**config.mk**
```make
export PLATFORM = sky130hd
export DESIGN_NAME = mgmt_serial_master
export DESIGN_NICKNAME = d
export VERILOG_FILES = /design/src/core/mgmt_pkg.sv /design/src/core/sync_two_flop.sv /design/src/core/mgmt_clock_gen.sv /design/src/core/mgmt_serial_master.sv
export SDC_FILE = /design/constraint.sdc
export NUM_CORES = 1
export LEC_CHECK = 0
export BUFFER_PORTS_ARGS = -buffer_cell sky130_fd_sc_hd__clkbuf_2
export CORE_UTILIZATION = 35
export DETAILED_ROUTE_END_ITERATION = 12
export GPL_TIMING_DRIVEN = 0
export PLACE_DENSITY = 0.5
export RECOVER_POWER = 100
export SYNTH_ARGS = -nofsm -noshare
export SYNTH_HDL_FRONTEND = slang
export SYNTH_HIERARCHICAL = 1
export SYNTH_SLANG_ARGS = --single-unit
export TNS_END_PERCENT = 50
```
**constraint.sdc**
```tcl
create_clock -name mclk -period 24.1 [get_ports mclk]
set_clock_uncertainty 0.15 [all_clocks]
set_input_delay 1.205 -clock mclk [delete_from_list [all_inputs] [get_ports mclk]]
set_output_delay 1.205 -clock mclk [all_outputs]
set_load 0.05 [all_outputs]
```
**src/core/mgmt_pkg.sv**
```systemverilog
package mgmt_pkg;
	// ------------------------------------------------------------
	// register map
	// ------------------------------------------------------------
	localparam int         ADDR_W       = 8;
	localparam logic [7:0] OFF_CONTROL  = 8'h00;
	localparam logic [7:0] OFF_RAW      = 8'h04;
	localparam logic [7:0] OFF_MASKED   = 8'h08;
	localparam logic [7:0] OFF_EN_SET   = 8'h0c;
	localparam logic [7:0] OFF_EN_CLR   = 8'h10;
	localparam logic [7:0] OFF_MANUAL   = 8'h14;
	localparam logic [7:0] OFF_MODE_GAP = 8'h18;
	localparam logic [7:0] OFF_POLL_EN  = 8'h1c;
	localparam logic [7:0] OFF_FORMAT   = 8'h20;
	localparam logic [7:0] OFF_EXT0     = 8'h24;
	localparam logic [7:0] OFF_EXT1     = 8'h28;
	localparam logic [7:0] OFF_ACCESS0  = 8'h2c;
	localparam logic [7:0] OFF_ACCESS1  = 8'h30;
	// ------------------------------------------------------------
	// field positions and reset values
	// ------------------------------------------------------------
	localparam int          CTRL_TEST_BIT  = 17;
	localparam int          CTRL_POLL_BIT  = 30;
	localparam int          MAN_CLK_BIT    = 2;
	localparam int          MAN_OE_BIT     = 1;
	localparam int          MAN_PIN_BIT    = 0;
	localparam int          SWPIN_BIT      = 31;
	localparam int          ANYCHG_BIT     = 30;
	localparam logic [15:0] DIV_RESET      = 16'h00ff;
	localparam logic [31:0] POLL_MASK_RST  = 32'hffffffff;
	// ------------------------------------------------------------
	// frame layout
	// ------------------------------------------------------------
	localparam logic [6:0]  FRAME_BITS     = 7'h40;
	localparam logic [6:0]  TURN_BIT       = 7'h2e;
	localparam logic [6:0]  ACK_BIT        = 7'h2f;
	localparam logic [6:0]  DATA_BIT       = 7'h30;
	localparam logic [31:0] PREAMBLE       = 32'hffffffff;
	localparam logic [1:0]  ST_C22         = 2'h1;
	localparam logic [1:0]  ST_C45         = 2'h0;
	localparam logic [1:0]  OP_ADDR        = 2'h0;
	localparam logic [1:0]  OP_WRITE       = 2'h1;
	localparam logic [1:0]  OP_RD22        = 2'h2;
	localparam logic [1:0]  OP_RD45        = 2'h3;
	localparam logic [1:0]  TA_DRIVE       = 2'h2;
	localparam logic [4:0]  POLL_REG       = 5'h01;
	localparam logic [15:0] POLL_EXT_ADDR  = 16'h0001;
	localparam logic [1:0]  SRC_POLL       = 2'h2;
	// ------------------------------------------------------------
	// carriers
	// ------------------------------------------------------------
	typedef struct packed {
		logic        go;
		logic        write;
		logic        ack;
		logic [2:0]  rsvd;
		logic [4:0]  reg_or_device_select;
		logic [4:0]  target_select;
		logic [15:0] data;
	} access_type;
	typedef struct packed {
		logic clk;
		logic data;
		logic oe_b;
	} pin_out_type;
endpackage

```
**src/core/sync_two_flop.sv**
```systemverilog
`timescale 1ns/100ps
module sync_two_flop #(
	parameter int W = 1
) (
	input  wire logic         mclk,
	input  wire logic         rst_sync_b,
	input  wire logic [W-1:0] async_in,
	output logic      [W-1:0] sync_out
);
	logic [W-1:0] meta_reg;

	always_ff @(posedge mclk or negedge rst_sync_b) begin
		if (!rst_sync_b) begin
			meta_reg <= '0;
			sync_out <= '0;
		end else begin
			meta_reg <= async_in;
			sync_out <= meta_reg;
		end
	end
endmodule // sync_two_flop

```
**src/core/mgmt_clock_gen.sv**
```systemverilog
`timescale 1ns/100ps
module mgmt_clock_gen #(
	parameter int DIV_W = 16
) (
	input  wire logic             mclk,
	input  wire logic             rst_sync_b,
	input  wire logic [DIV_W-1:0] mgmt_clock_divider,
	output logic                  mgmt_clock,
	output logic                  rise_tick,
	output logic                  fall_tick
);
	logic [DIV_W-1:0] cnt_reg;
	logic [DIV_W-1:0] half;

	assign half = mgmt_clock_divider >> 1;

	// period is divider plus one, stopped at zero
	always_ff @(posedge mclk or negedge rst_sync_b) begin
		if (!rst_sync_b) begin
			cnt_reg    <= '0;
			mgmt_clock <= 1'b0;
			rise_tick  <= 1'b0;
			fall_tick  <= 1'b0;
		end else if (mgmt_clock_divider == '0) begin
			cnt_reg    <= '0;
			mgmt_clock <= 1'b0;
			rise_tick  <= 1'b0;
			fall_tick  <= 1'b0;
		end else if (cnt_reg >= mgmt_clock_divider) begin
			cnt_reg    <= '0;
			mgmt_clock <= 1'b1;
			rise_tick  <= 1'b1;
			fall_tick  <= 1'b0;
		end else begin
			cnt_reg    <= cnt_reg + 1'b1;
			rise_tick  <= 1'b0;
			fall_tick  <= (cnt_reg == half);
			if (cnt_reg == half) begin
				mgmt_clock <= 1'b0;
			end
		end
	end
endmodule // mgmt_clock_gen

```
**src/core/mgmt_serial_master.sv**
```systemverilog
// The register addresses and the Wishbone slave port were left to the implementer.
`timescale 1ns/100ps
module mgmt_serial_master (
	input  wire logic                          mclk,
	input  wire logic                          rst_b,
	input  wire logic                          wb_cyc_i,
	input  wire logic                          wb_stb_i,
	input  wire logic                          wb_we_i,
	input  wire logic [mgmt_pkg::ADDR_W-1:0]   wb_adr_i,
	input  wire logic [3:0]                    wb_sel_i,
	input  wire logic [31:0]                   wb_dat_i,
	output logic      [31:0]                   wb_dat_o,
	output logic                               wb_ack_o,
	output logic                               mgmt_clock_out,
	output logic                               mdio_data_out,
	output logic                               mdio_oe_b,
	input  wire logic                          mdio_data_in,
	output logic      [1:0]                    cmd_done_irq,
	output logic                               any_change_irq_mode
);
	import mgmt_pkg::*;

	typedef enum logic {ENG_IDLE, ENG_SHIFT} eng_state_type;

	// ------------------------------------------------------------
	// declarations
	// ------------------------------------------------------------
	logic          rst_meta_reg;
	logic          rst_sync_b;
	logic          din_sync;
	logic          gen_clk;
	logic          rise_tick;
	logic          fall_tick;
	logic [15:0]   mgmt_clock_divider;
	logic          test_en_reg;
	logic          poll_on_reg;
	logic [1:0]    cmd_done_raw;
	logic [1:0]    cmd_done_masked;
	logic [1:0]    en_reg;
	logic [2:0]    man_reg;
	logic          software_pin_control;
	logic [7:0]    poll_gap_count;
	logic [31:0]   poll_mask_reg;
	logic [31:0]   format_reg;
	logic [15:0]   ext_address_a;
	logic [15:0]   ext_address_b;
	access_type    slot_reg [2];
	eng_state_type state_reg;
	logic [1:0]    src_reg;
	logic          addr_phase_reg;
	logic          rd_phase_reg;
	logic [63:0]   frame_reg;
	logic [6:0]    bit_cnt_reg;
	logic [15:0]   rx_reg;
	logic          ack_seen_reg;
	logic [4:0]    poll_ptr_reg;
	logic [7:0]    gap_cnt_reg;
	logic          eng_data_reg;
	logic          eng_oe_b_reg;
	pin_out_type   pin_next;
	logic          wb_req;
	logic          wb_wr;
	logic [31:0]   wmask;
	logic [31:0]   wd;
	logic [31:0]   rd_next;
	logic          run_ok;
	logic          start;
	logic [1:0]    pick_src;
	logic [1:0]    fsrc;
	logic [4:0]    f_phy;
	logic [4:0]    f_reg;
	logic          f_write;
	logic [15:0]   f_ext;
	logic          f_c45;
	logic [1:0]    f_op;
	logic          frame_end;
	logic [1:0]    slot_done;
	logic [6:0]    smp_idx;

	// ------------------------------------------------------------
	// reset release and pin sampling
	// ------------------------------------------------------------
	always_ff @(posedge mclk or negedge rst_b) begin
		if (!rst_b) begin
			rst_meta_reg <= 1'b0;
			rst_sync_b   <= 1'b0;
		end else begin
			rst_meta_reg <= 1'b1;
			rst_sync_b   <= rst_meta_reg;
		end
	end

	sync_two_flop #(.W(1)) u_din_sync (
		.mclk       (mclk),
		.rst_sync_b (rst_sync_b),
		.async_in   (mdio_data_in),
		.sync_out   (din_sync)
	);

	mgmt_clock_gen #(.DIV_W(16)) u_clock_gen (
		.mclk               (mclk),
		.rst_sync_b         (rst_sync_b),
		.mgmt_clock_divider (mgmt_clock_divider),
		.mgmt_clock         (gen_clk),
		.rise_tick          (rise_tick),
		.fall_tick          (fall_tick)
	);

	// ------------------------------------------------------------
	// bus slave
	// ------------------------------------------------------------
	assign wb_req = wb_cyc_i & wb_stb_i & ~wb_ack_o;
	assign wb_wr  = wb_req & wb_we_i;
	assign wmask  = {{8{wb_sel_i[3]}}, {8{wb_sel_i[2]}}, {8{wb_sel_i[1]}}, {8{wb_sel_i[0]}}};
	assign wd     = wb_dat_i & wmask;

	always_comb begin
		rd_next = 32'h0;
		case (wb_adr_i)
			OFF_CONTROL:  rd_next = {1'b0, poll_on_reg, 12'h0, test_en_reg, 1'b0,
				mgmt_clock_divider};
			OFF_RAW:      rd_next = {30'h0, cmd_done_raw};
			OFF_MASKED:   rd_next = {30'h0, cmd_done_masked};
			OFF_EN_SET:   rd_next = {30'h0, en_reg};
			OFF_EN_CLR:   rd_next = {30'h0, en_reg};
			OFF_MANUAL:   rd_next = {29'h0, man_reg[2:1], din_sync};
			OFF_MODE_GAP: rd_next = {software_pin_control, any_change_irq_mode, 22'h0,
				poll_gap_count};
			OFF_POLL_EN:  rd_next = poll_mask_reg;
			OFF_FORMAT:   rd_next = format_reg;
			OFF_EXT0:     rd_next = {16'h0, ext_address_a};
			OFF_EXT1:     rd_next = {16'h0, ext_address_b};
			OFF_ACCESS0:  rd_next = slot_reg[0];
			OFF_ACCESS1:  rd_next = slot_reg[1];
			default:      rd_next = 32'h0;
		endcase
	end

	always_ff @(posedge mclk or negedge rst_sync_b) begin
		if (!rst_sync_b) begin
			wb_ack_o <= 1'b0;
			wb_dat_o <= 32'h0;
		end else begin
			wb_ack_o <= wb_req;
			if (wb_req) begin
				wb_dat_o <= rd_next;
			end
		end
	end

	// ------------------------------------------------------------
	// configuration registers
	// ------------------------------------------------------------
	always_ff @(posedge mclk or negedge rst_sync_b) begin
		if (!rst_sync_b) begin
			mgmt_clock_divider   <= DIV_RESET;
			test_en_reg          <= 1'b0;
			poll_on_reg          <= 1'b0;
			man_reg              <= 3'h0;
			software_pin_control <= 1'b0;
			any_change_irq_mode  <= 1'b0;
			poll_gap_count       <= 8'h0;
			poll_mask_reg        <= POLL_MASK_RST;
			format_reg           <= 32'h0;
			ext_address_a        <= 16'h0;
			ext_address_b        <= 16'h0;
		end else if (wb_wr) begin
			case (wb_adr_i)
				OFF_CONTROL: begin
					mgmt_clock_divider <= (mgmt_clock_divider & ~wmask[15:0]) | wd[15:0];
					if (wmask[CTRL_TEST_BIT]) begin
						test_en_reg <= wd[CTRL_TEST_BIT];
					end
					if (wmask[CTRL_POLL_BIT]) begin
						poll_on_reg <= wd[CTRL_POLL_BIT];
					end
				end
				OFF_MANUAL: man_reg <= (man_reg & ~wmask[2:0]) | wd[2:0];
				OFF_MODE_GAP: begin
					if (wmask[SWPIN_BIT]) begin
						software_pin_control <= wd[SWPIN_BIT];
					end
					if (wmask[ANYCHG_BIT]) begin
						any_change_irq_mode <= wd[ANYCHG_BIT];
					end
					poll_gap_count <= (poll_gap_count & ~wmask[7:0]) | wd[7:0];
				end
				OFF_POLL_EN: poll_mask_reg <= (poll_mask_reg & ~wmask) | wd;
				OFF_FORMAT:  format_reg <= (format_reg & ~wmask) | wd;
				OFF_EXT0:    ext_address_a <= (ext_address_a & ~wmask[15:0]) | wd[15:0];
				OFF_EXT1:    ext_address_b <= (ext_address_b & ~wmask[15:0]) | wd[15:0];
				default: ;
			endcase
		end
	end

	// ------------------------------------------------------------
	// command-done flags, set wins over clear
	// ------------------------------------------------------------
	always_ff @(posedge mclk or negedge rst_sync_b) begin
		if (!rst_sync_b) begin
			cmd_done_raw    <= 2'h0;
			cmd_done_masked <= 2'h0;
			en_reg          <= 2'h0;
			cmd_done_irq    <= 2'h0;
		end else begin
			for (int k = 0; k < 2; k++) begin
				if (wb_wr && wb_adr_i == OFF_EN_SET && wd[k]) begin
					en_reg[k] <= 1'b1;
				end else if (wb_wr && wb_adr_i == OFF_EN_CLR && wd[k]) begin
					en_reg[k] <= 1'b0;
				end
				if (slot_done[k] ||
					(test_en_reg && wb_wr && wb_adr_i == OFF_RAW && wd[k]) ||
					(test_en_reg && wb_wr && wb_adr_i == OFF_MASKED && wd[k])) begin
					cmd_done_raw[k] <= 1'b1;
				end else if (wb_wr && (wb_adr_i == OFF_RAW || wb_adr_i == OFF_MASKED)
					&& wd[k]) begin
					cmd_done_raw[k] <= 1'b0;
				end
				if ((slot_done[k] && en_reg[k]) ||
					(test_en_reg && wb_wr && wb_adr_i == OFF_MASKED && wd[k])) begin
					cmd_done_masked[k] <= 1'b1;
				end else if ((wb_wr && (wb_adr_i == OFF_RAW || wb_adr_i == OFF_MASKED)
					&& wd[k]) || (wb_wr && wb_adr_i == OFF_EN_CLR && wd[k])) begin
					cmd_done_masked[k] <= 1'b0;
				end
			end
			cmd_done_irq <= cmd_done_masked;
		end
	end

	// ------------------------------------------------------------
	// frame source selection
	// ------------------------------------------------------------
	assign run_ok   = !software_pin_control && mgmt_clock_divider != 16'h0;
	assign pick_src = slot_reg[0].go ? 2'h0 : (slot_reg[1].go ? 2'h1 : SRC_POLL);
	assign start    = state_reg == ENG_IDLE && run_ok && (slot_reg[0].go || slot_reg[1].go
		|| (poll_on_reg && gap_cnt_reg == 8'h0 && poll_mask_reg[poll_ptr_reg]));
	assign fsrc     = (state_reg == ENG_IDLE) ? pick_src : src_reg;

	always_comb begin
		f_phy   = poll_ptr_reg;
		f_reg   = POLL_REG;
		f_write = 1'b0;
		f_ext   = POLL_EXT_ADDR;
		if (fsrc != SRC_POLL) begin
			f_phy   = slot_reg[fsrc[0]].target_select;
			f_reg   = slot_reg[fsrc[0]].reg_or_device_select;
			f_write = slot_reg[fsrc[0]].write;
			f_ext   = fsrc[0] ? ext_address_b : ext_address_a;
		end
		f_c45 = format_reg[f_phy];
		f_op  = f_write ? OP_WRITE : (f_c45 ? OP_RD45 : OP_RD22);
	end

	assign frame_end = state_reg == ENG_SHIFT && fall_tick && bit_cnt_reg == FRAME_BITS;
	assign slot_done = {frame_end && !addr_phase_reg && src_reg == 2'h1,
		frame_end && !addr_phase_reg && src_reg == 2'h0};
	assign smp_idx   = bit_cnt_reg - 7'h1;

	// ------------------------------------------------------------
	// serial engine
	// ------------------------------------------------------------
	always_ff @(posedge mclk or negedge rst_sync_b) begin
		if (!rst_sync_b) begin
			state_reg      <= ENG_IDLE;
			src_reg        <= 2'h0;
			addr_phase_reg <= 1'b0;
			rd_phase_reg   <= 1'b0;
			frame_reg      <= 64'h0;
			bit_cnt_reg    <= 7'h0;
			rx_reg         <= 16'h0;
			ack_seen_reg   <= 1'b0;
			eng_data_reg   <= 1'b1;
			eng_oe_b_reg   <= 1'b1;
		end else begin
			case (state_reg)
				ENG_IDLE: begin
					eng_oe_b_reg <= 1'b1;
					if (start) begin
						state_reg   <= ENG_SHIFT;
						src_reg     <= pick_src;
						bit_cnt_reg <= 7'h0;
						if (f_c45) begin
							addr_phase_reg <= 1'b1;
							rd_phase_reg   <= 1'b0;
							frame_reg      <= {PREAMBLE, ST_C45, OP_ADDR, f_phy, f_reg,
								TA_DRIVE, f_ext};
						end else begin
							addr_phase_reg <= 1'b0;
							rd_phase_reg   <= !f_write;
							frame_reg      <= {PREAMBLE, ST_C22, f_op, f_phy, f_reg,
								TA_DRIVE, slot_reg[pick_src[0]].data};
						end
					end
				end
				ENG_SHIFT: begin
					if (frame_end) begin
						bit_cnt_reg <= 7'h0;
						if (addr_phase_reg) begin
							addr_phase_reg <= 1'b0;
							rd_phase_reg   <= !f_write;
							frame_reg      <= {PREAMBLE, ST_C45, f_op, f_phy, f_reg,
								TA_DRIVE, slot_reg[src_reg[0]].data};
						end else begin
							state_reg    <= ENG_IDLE;
							eng_oe_b_reg <= 1'b1;
						end
					end else if (fall_tick) begin
						eng_data_reg <= frame_reg[63];
						eng_oe_b_reg <= rd_phase_reg && bit_cnt_reg >= TURN_BIT;
						frame_reg    <= {frame_reg[62:0], 1'b0};
						bit_cnt_reg  <= bit_cnt_reg + 7'h1;
					end
					if (rise_tick && rd_phase_reg && bit_cnt_reg != 7'h0) begin
						if (smp_idx == ACK_BIT) begin
							ack_seen_reg <= !din_sync;
						end
						if (smp_idx >= DATA_BIT) begin
							rx_reg <= {rx_reg[14:0], din_sync};
						end
					end
				end
				default: state_reg <= ENG_IDLE;
			endcase
		end
	end

	// ------------------------------------------------------------
	// poll walk and inter-poll gap
	// ------------------------------------------------------------
	always_ff @(posedge mclk or negedge rst_sync_b) begin
		if (!rst_sync_b) begin
			poll_ptr_reg <= 5'h0;
			gap_cnt_reg  <= 8'h0;
		end else begin
			if (frame_end && !addr_phase_reg && src_reg == SRC_POLL) begin
				poll_ptr_reg <= poll_ptr_reg + 5'h1;
				gap_cnt_reg  <= poll_gap_count;
			end else if (rise_tick && gap_cnt_reg != 8'h0) begin
				gap_cnt_reg <= gap_cnt_reg - 8'h1;
			end else if (state_reg == ENG_IDLE && poll_on_reg
				&& !poll_mask_reg[poll_ptr_reg]) begin
				poll_ptr_reg <= poll_ptr_reg + 5'h1;
			end
		end
	end

	// ------------------------------------------------------------
	// user access slots
	// ------------------------------------------------------------
	always_ff @(posedge mclk or negedge rst_sync_b) begin
		if (!rst_sync_b) begin
			slot_reg[0] <= '0;
			slot_reg[1] <= '0;
		end else begin
			for (int k = 0; k < 2; k++) begin
				if (slot_done[k]) begin
					slot_reg[k].go <= 1'b0;
					if (slot_reg[k].write == 1'b0) begin
						slot_reg[k].data <= rx_reg;
						slot_reg[k].ack  <= ack_seen_reg;
					end
				end else if (wb_wr && !slot_reg[k].go && wb_adr_i ==
					(k == 0 ? OFF_ACCESS0 : OFF_ACCESS1)) begin
					slot_reg[k]      <= (slot_reg[k] & ~wmask) | wd;
					slot_reg[k].rsvd <= 3'h0;
					slot_reg[k].go   <= wd[31] && mgmt_clock_divider != 16'h0;
				end
			end
		end
	end

	// ------------------------------------------------------------
	// pin drive
	// ------------------------------------------------------------
	always_comb begin
		pin_next.clk  = gen_clk;
		pin_next.data = eng_data_reg;
		pin_next.oe_b = eng_oe_b_reg;
		if (software_pin_control) begin
			pin_next.clk  = man_reg[MAN_CLK_BIT];
			pin_next.data = man_reg[MAN_PIN_BIT];
			pin_next.oe_b = !man_reg[MAN_OE_BIT];
		end
	end

	always_ff @(posedge mclk or negedge rst_sync_b) begin
		if (!rst_sync_b) begin
			mgmt_clock_out <= 1'b0;
			mdio_data_out  <= 1'b1;
			mdio_oe_b      <= 1'b1;
		end else begin
			mgmt_clock_out <= pin_next.clk;
			mdio_data_out  <= pin_next.data;
			mdio_oe_b      <= pin_next.oe_b;
		end
	end

	// ------------------------------------------------------------
	// checks
	// ------------------------------------------------------------
	chk_raw_set:
	assert property (@(posedge mclk) disable iff (!rst_sync_b)
		slot_done[0] |=> cmd_done_raw[0]) else $error("raw bit not set on done");
	chk_raw_clear:
	assert property (@(posedge mclk) disable iff (!rst_sync_b)
		(wb_wr && wb_adr_i == OFF_RAW && wd[1] && !test_en_reg && !slot_done[1])
		|=> !cmd_done_raw[1]) else $error("raw bit not cleared");
	chk_test_force:
	assert property (@(posedge mclk) disable iff (!rst_sync_b)
		(wb_wr && wb_adr_i == OFF_RAW && wd[0] && test_en_reg) |=> cmd_done_raw[0])
		else $error("raw bit not forced");
	chk_masked_gate:
	assert property (@(posedge mclk) disable iff (!rst_sync_b)
		!$past(test_en_reg) && !test_en_reg |-> (cmd_done_masked & ~cmd_done_raw) == 2'h0)
		else $error("masked bit without raw");
	chk_enable_set:
	assert property (@(posedge mclk) disable iff (!rst_sync_b)
		(wb_wr && wb_adr_i == OFF_EN_SET && wd[1]) |=> en_reg[1])
		else $error("enable not set");
	chk_enable_clear:
	assert property (@(posedge mclk) disable iff (!rst_sync_b)
		(wb_wr && wb_adr_i == OFF_EN_CLR && wd[0]) |=> !en_reg[0] && !cmd_done_masked[0])
		else $error("enable not cleared");
	chk_manual_clock:
	assert property (@(posedge mclk) disable iff (!rst_sync_b)
		software_pin_control |=> mgmt_clock_out == $past(man_reg[MAN_CLK_BIT]))
		else $error("manual clock not driven");
	chk_manual_oe:
	assert property (@(posedge mclk) disable iff (!rst_sync_b)
		software_pin_control |=> mdio_oe_b == !$past(man_reg[MAN_OE_BIT]))
		else $error("manual enable not inverted");
	chk_go_clear:
	assert property (@(posedge mclk) disable iff (!rst_sync_b)
		slot_done[1] |=> !slot_reg[1].go)
		else $error("launch bit not cleared");
	chk_irq_follow:
	assert property (@(posedge mclk) disable iff (!rst_sync_b)
		cmd_done_masked[0] ##1 cmd_done_masked[0] |-> cmd_done_irq[0])
		else $error("interrupt output lags");
endmodule // mgmt_serial_master

```
==> results.json, run 1 <==
{
  "status": "complete, but fails checks",
  "violations": "capacitance limit, slew limit",
  "yosysUniqueCellTypes": 85,
  "post-route-min-period_ns": 7.983,
  "placed_area_um2": 19380,
  "regArea_um2": 9064,
  "syn2layout_area_growth_pct": 13.82,
  "routabilityCongestion": 0.8858,
  "hold_viol": 0,
  "dr.pass1.iters": 6,
  "drv_cap": 8,
  "path_class": "reg -> async",
  "grt_pass1_vias": 14303,
  "stdcell_area_um2": 20440,
  "ios": 89,
  "die_x_um": 228.5,
  "hold_path_class": "reg -> reg",
  "clk_path_buf_depth": 3,
  "clk_latency_ns": 0.57,
  "cts_root_buffer": "clkbuf_16",
  "yosysTopAreaCell": "dfrtp_1",
  "yosysWarnings": 6,
  "reg2reg_depth": 2,
  "cts_hold_buf": 0,
  "drt_iter0_markers": 1357,
  "grtUsageTotal_pct": 23.22,
  "seq_area_frac_synth_pct": 50.47,
  "ir_worst_vdd_v": 0.00004150,
  "start_util_pct": 35.65,
  "power.density_nw_per_um2": 68.35,
  "nets": 1901,
  "ant_nets": 0,
  "fmax_ghz": 0.1253,
  "grt_max_degree": 70,
  "synth_seq_cells": 360,
  "syn_inst": 1692,
  "wire_per_inst_um": 24.11,
  "synth_commonest_cells": "dfrtp_1, nand2_1, mux2_2, nor2_1, o21ai_0",
  "async_reset_ff_share_pct": 100.0,
  "finalMaxSlewViolations": 388,
  "wirelength_mm": 61.00,
  "leakagePower_nw": 9.277,
  "dp.final_hpwl_mm": 44.34,
  "tightestPinTransition_ns": 3.720,
  "ctsResizeCount": 0,
  "synth-edff-count": 0,
  "worst_setup_path_end_kind": "asynchronous set/reset pin",
  "rsz0062_at_grt": "false",
  "cts_max_level": 2,
  "setup_viol": 0,
  "viasPerCell": 5.728,
  "yosysMostFrequentCell": "dfrtp_1",
  "diodes": 0,
  "synthTopCellsByArea": "dfrtp_1, mux2_2, dfstp_2, nand2_1, mux2i_1",
  "fillers": 4951,
  "finalSetupTns_ns": 0,
  "whs_ns": 0.2020,
  "synth_fp_nets": 1766,
  "cts_buffers": 42,
  "grt_first_pass_wirelength_mm": 91.75,
  "yosysTopAreaCellShare_pct": 44.03,
  "via_count": 14491,
  "cts_tree": "built",
  "grt_overflow": 0,
  "syn_area_per_cell_um2": 10.61,
  "required_ns": 23.81,
  "max-slew-margin-rel_pct": -148.0,
  "antenna_found_initial": 1,
  "synth_ff_type": "dfrtp_1",
  "critPathArrivalTime_ns": 7.69,
  "drc": 0,
  "layout-drive-gt1-share_pct": 19.11,
  "core_area_um2": 50380,
  "die_h_um": 228.5,
  "cts.sinks": 360,
  "synth_area_um2": 17960,
  "die_area_um2": 52220,
  "hold_path_depth": 0,
  "cts.clk_slew.worst_paths_ns": 0.06,
  "crit_fanout": 66,
  "post-route-period-util_pct": 33.13,
  "multiInputGateArea_um2": 8297,
  "port_buffers": 86,
  "rows": 82,
  "cp-start-kind": "flop",
  "postCtsSetupBuffers": 0
}
-- routing by layer --
| metal | track usage (%) | up-vias | share of wire (%) |
|---|---|---|---|
| li1 | - | 6466 | - |
| met5 | 0 | - | 0.021 |
| met3 | 3.842 | 91 | 6.5 |
| met4 | 8.662 | 2 | 3.3 |
| met1 | 31.21 | 7439 | 43 |
| met2 | 37.50 | 493 | 47 |
-- placed cells by master, fill, tap and decap left out, types with 20 or more instances in the layout --
cell / instances
xor2_1: 25
clkbuf_2: 46
clkbuf_1: 140
a21oi_1: 27
a222oi_1: 25
nor2_1: 126
mux2i_1: 52
o22ai_1: 20
o211ai_1: 31
a22oi_1: 54
dfstp_2: 43
nand3_1: 56
inv_1: 33
clkbuf_16: 43
ha_1: 24
mux2_2: 170
a31oi_1: 34
nand2_1: 250
o21ai_0: 88
dfrtp_1: 316
-- power breakdown --
group	leakage (nW)	internal (W)	switching (W)
logic	3.92	0.0000328	0.0000787
clock network	0.657	0.000375	0.000263
registers	4.70	0.000628	0.0000204
-- final cells by class --
| class | count | share of cell area, % |
|---|---|---|
| Sequential cell | 360 | 44.34 |
| Multi-Input combinational cell | 1207 | 40.59 |
| Clock buffer | 65 | 6.060 |
| Tap cell | 672 | 4.113 |
| Timing Repair Buffer | 91 | 1.953 |
| Buffer | 92 | 1.793 |
| Inverter | 33 | 0.6060 |
| Clock inverter | 10 | 0.5509 |
-- final timing paths --
kind,start,end,slack (ns)
worst max-delay path,rst_sync_b$_DFF_PN0_,wb_dat_o[3]$_DFFE_PN0N_,16.12
worst min-delay path,u_din_sync/meta_reg$_DFF_PN0_,u_din_sync/sync_out$_DFF_PN0_,0.20
worst max register to register,rst_sync_b$_DFF_PN0_,wb_dat_o[3]$_DFFE_PN0N_,16.12
worst min register to register,u_din_sync/meta_reg$_DFF_PN0_,u_din_sync/sync_out$_DFF_PN0_,0.20
max in group mclk,state_reg$_DFF_PN0_,frame_reg[10]$_DFFE_PN0P_,17.42
min in group asynchronous,rst_b,rst_meta_reg$_DFF_PN0_,0.27
-- critical path: stages (launching register included) --
cell	delay [ns]
dfrtp_1	1.83
clkbuf_1	2.52
clkbuf_1	2.66
-- logic make-up after synthesis --
logic type | count (synthesis) | share of synthesized area (%)
flip-flops | 360 | 50.47
other | 1 | 0.02088
buffers and inverters | 125 | 2.870
multiplexers | 237 | 15.19
AND/OR/NAND/NOR | 541 | 13.80
XOR/XNOR | 42 | 2.048
AO/OA/AOI/OAI | 362 | 13.93
adder cells (fa/ha/maj) | 24 | 1.672
-- through the flow --
stage          instances  worst slack, ns  total power (W)  utilization [%]
2_1_floorplan       1692            13.25        0.0007331                -
3_5_place_dp        2455            19.41        0.0007766            38.47
5_1_grt             2530            14.63         0.001451            40.58
4_1_cts             2530            19.55         0.001420            41.15
3_3_place_gp        2450            8.603        0.0007712            38.18
6_report            2530            16.12         0.001397            40.58
Power figures use the tool's default switching activity.
==> run 2: changes to the inputs <==
--- a/config.mk
+++ b/config.mk
@@ -9,7 +9,7 @@
 export CORE_UTILIZATION = 35
 export DETAILED_ROUTE_END_ITERATION = 12
 export GPL_TIMING_DRIVEN = 0
-export PLACE_DENSITY = 0.5
+export PLACE_DENSITY = 0.52
 export RECOVER_POWER = 100
 export SYNTH_ARGS = -nofsm -noshare
 export SYNTH_HDL_FRONTEND = slang
==> constraint.sdc (replaced) <==
create_clock -name mclk -period 6.5 [get_ports mclk]
set_clock_uncertainty 0.15 [all_clocks]
set_input_delay 0.325 -clock mclk [delete_from_list [all_inputs] [get_ports mclk]]
set_output_delay 0.325 -clock mclk [all_outputs]
set_load 0.05 [all_outputs]
==> run 2 against run 1 <==
Compared with the run above: the run still ends with capacitance limit, slew limit left; critical path depth rose by 10; count of clock-buffer cells in the layout decreased by 1; core utilization increased by 1.2 points; sequential share of layout area decreased by 1.2 points; sequential power increased to 3.7 times the previous value; cell area is 2.8% higher; first-iteration DRC count down 1.7%; combinational power increased to 3.9 times the previous value; via count increased by 0.42%; cell count is 1.6% higher; hold slack worse by 0.16 ns; flip-flop and latch count unchanged; largest cell class unchanged.
==> results.json, run 2 (synthesis results as in run 1) <==
{
  "tightestPinTransition_ns": 3.415,
  "antenna_found_initial": 1,
  "status": "complete, but fails checks",
  "ant_nets": 0,
  "hold_path_class": "in -> reg",
  "path_class": "reg -> reg",
  "slowest_stage": "a31oi_1",
  "die_h_um": 228.5,
  "postCtsSetupBuffers": 0,
  "ir_worst_vdd_v": 0.0001741,
  "drc": 0,
  "final_common_cell": "dfrtp_1",
  "critPathLaunch": "state_reg$_DFF_PN0_",
  "whs_ns": 0.03943,
  "drv_cap": 5,
  "core_area_um2": 50380,
  "rsz0062_at_grt": "false",
  "finalMaxSlewViolations": 198,
  "dp.final_hpwl_mm": 43.62,
  "hold_path_depth": 4,
  "min_to": "en_reg[1]$_DFFE_PN0P_",
  "power.density_nw_per_um2": 255.4,
  "post-route-period-util_pct": 83.03,
  "slowest_delay_ns": 1.36,
  "fillers": 4883,
  "die_x_um": 228.5,
  "cts_tree": "built",
  "total_power_w": 0.005369,
  "wirelength_mm": 60.01,
  "leakagePower_nw": 9.555,
  "cp-start-kind": "flop",
  "grt_max_degree": 64,
  "grt_overflow": 0,
  "clk_path_buf_depth": 3,
  "placed_area_um2": 19400,
  "finalSetupTns_ns": 0,
  "reg2reg_slack_ns": 1.10,
  "die_area_um2": 52220,
  "grt_pass1_vias": 14556,
  "dr.pass1.iters": 6,
  "reg2reg_depth": 12,
  "worstPathCellList": "clkbuf_1, o211ai_1, a31oi_1, buf_4, mux2i_1, mux2i_1, o22ai_1, o31ai_2, clkbuf_1, buf_2, nand3_1, o211ai_1",
  "r2r_end": "frame_reg[9]$_DFFE_PN0P_",
  "drt_iter0_markers": 1334,
  "worst_setup_path_end_kind": "flop",
  "syn2layout_area_growth_pct": 17.06,
  "dp_cells": 2456,
  "multiInputGateArea_um2": 8328,
  "grtUsageTotal_pct": 23.01,
  "nets": 1938,
  "cts.sinks": 360,
  "clk_latency_ns": 0.58,
  "critPathArrivalTime_ns": 5.75,
  "cpLargestDelayFamily": "compound AO/OA/AOI/OAI gates",
  "port_buffers": 86,
  "cts.clk_slew.worst_paths_ns": 0.06,
  "stdcell_area_um2": 21020,
  "rows": 82,
  "via_count": 14552,
  "cts_buffers": 43,
  "wire_per_inst_um": 23.34,
  "regArea_um2": 9064,
  "diodes": 0,
  "required_ns": 6.85,
  "setup_viol": 0,
  "max-slew-margin-rel_pct": -127.7,
  "finalNonFillerCells": 2571,
  "cts_max_level": 2,
  "layout-drive-gt1-share_pct": 19.59,
  "mostFrequentLayoutCells": "dfrtp_1, nand2_1, mux2_2, clkbuf_1, nor2_1",
  "routabilityCongestion": 0.8887,
  "post-route-min-period_ns": 5.397,
  "crit_fanout": 10,
  "min_from": "wb_adr_i[4]",
  "grt_first_pass_wirelength_mm": 91.46,
  "start_util_pct": 35.65,
  "viasPerCell": 5.660,
  "fmax_ghz": 0.1853,
  "path_buf_inv": 4,
  "hold_viol": 0,
  "ios": 89,
  "violations": "capacitance limit, slew limit",
  "reg2reg_from": "state_reg$_DFF_PN0_",
  "cts_root_buffer": "clkbuf_16"
}
## run 2: cell count changes in the layout (fill, tap and decap cells not counted), sizes merged
| cell | change |
|---|---|
| clkinvlp | -2 |
| clkbuf | -1 |
| clkinv | +5 |
| buf | +1 |
| bufinv | +3 |
| dlygate4sd3 | +35 |
## run 2: how the worst max path moves through the flow
stage,endpoint,slack [ns],cells after the start
floorplan,asynchronous set/reset pin,0.51,0
global placement,wb_dat_o[22]$_DFFE_PN0N_,-2.04,0
detailed placement,frame_reg[9]$_DFFE_PN0P_,2.08,12
CTS,frame_reg[9]$_DFFE_PN0P_,2.08,13
global route,frame_reg[14]$_DFFE_PN0P_,0.96,12
finish,frame_reg[9]$_DFFE_PN0P_,1.10,12
## run 2: final cells by class
type	instances	area share [%]
buffer	92	1.756
sequential	360	43.11
multi-input combinational	1207	39.61
tap	672	3.999
inverter	33	0.5892
clock buffer	64	5.928
clock inverter	16	1.077
timing repair buffer	127	3.928
## run 2: what timing repair did
item | CTS | global route
hold buffers | 35 | 0
gates resized for setup | 0 | 0
endpoints found under the hold margin | 151 | 0
## run 2: tightest hold or removal path: stages
cell      delay, ns
clkbuf_2       0.12
nand4_1        0.13
o21ai_0        0.08
o21ai_0        0.06
## run 2: layer usage
metal / track usage, % / wire [µm] / vias up
li1: - / - / 6543
met1: 30.68 / 25930 / 7425
met2: 37.99 / 28760 / 474
met3: 3.393 / 3354 / 108
met4: 8.117 / 1952 / 2
met5: 0 / 12 / -
## run 2: through the flow
stage | utilization (%) | setup slack [ns]
after CTS | 42.14 | 2.080
final | 41.73 | 1.103
after global placement | 38.18 | -2.039
after detailed placement | 38.52 | 2.081
after global routing | 41.73 | 0.9611
after floorplan | - | 0.5110
## run 2: where the power goes
| part | switching, W | internal [W] |
|---|---|---|
| registers | 0.0000691 | 0.00233 |
| clock network | 0.00100 | 0.00153 |
| logic | 0.000299 | 0.000142 |
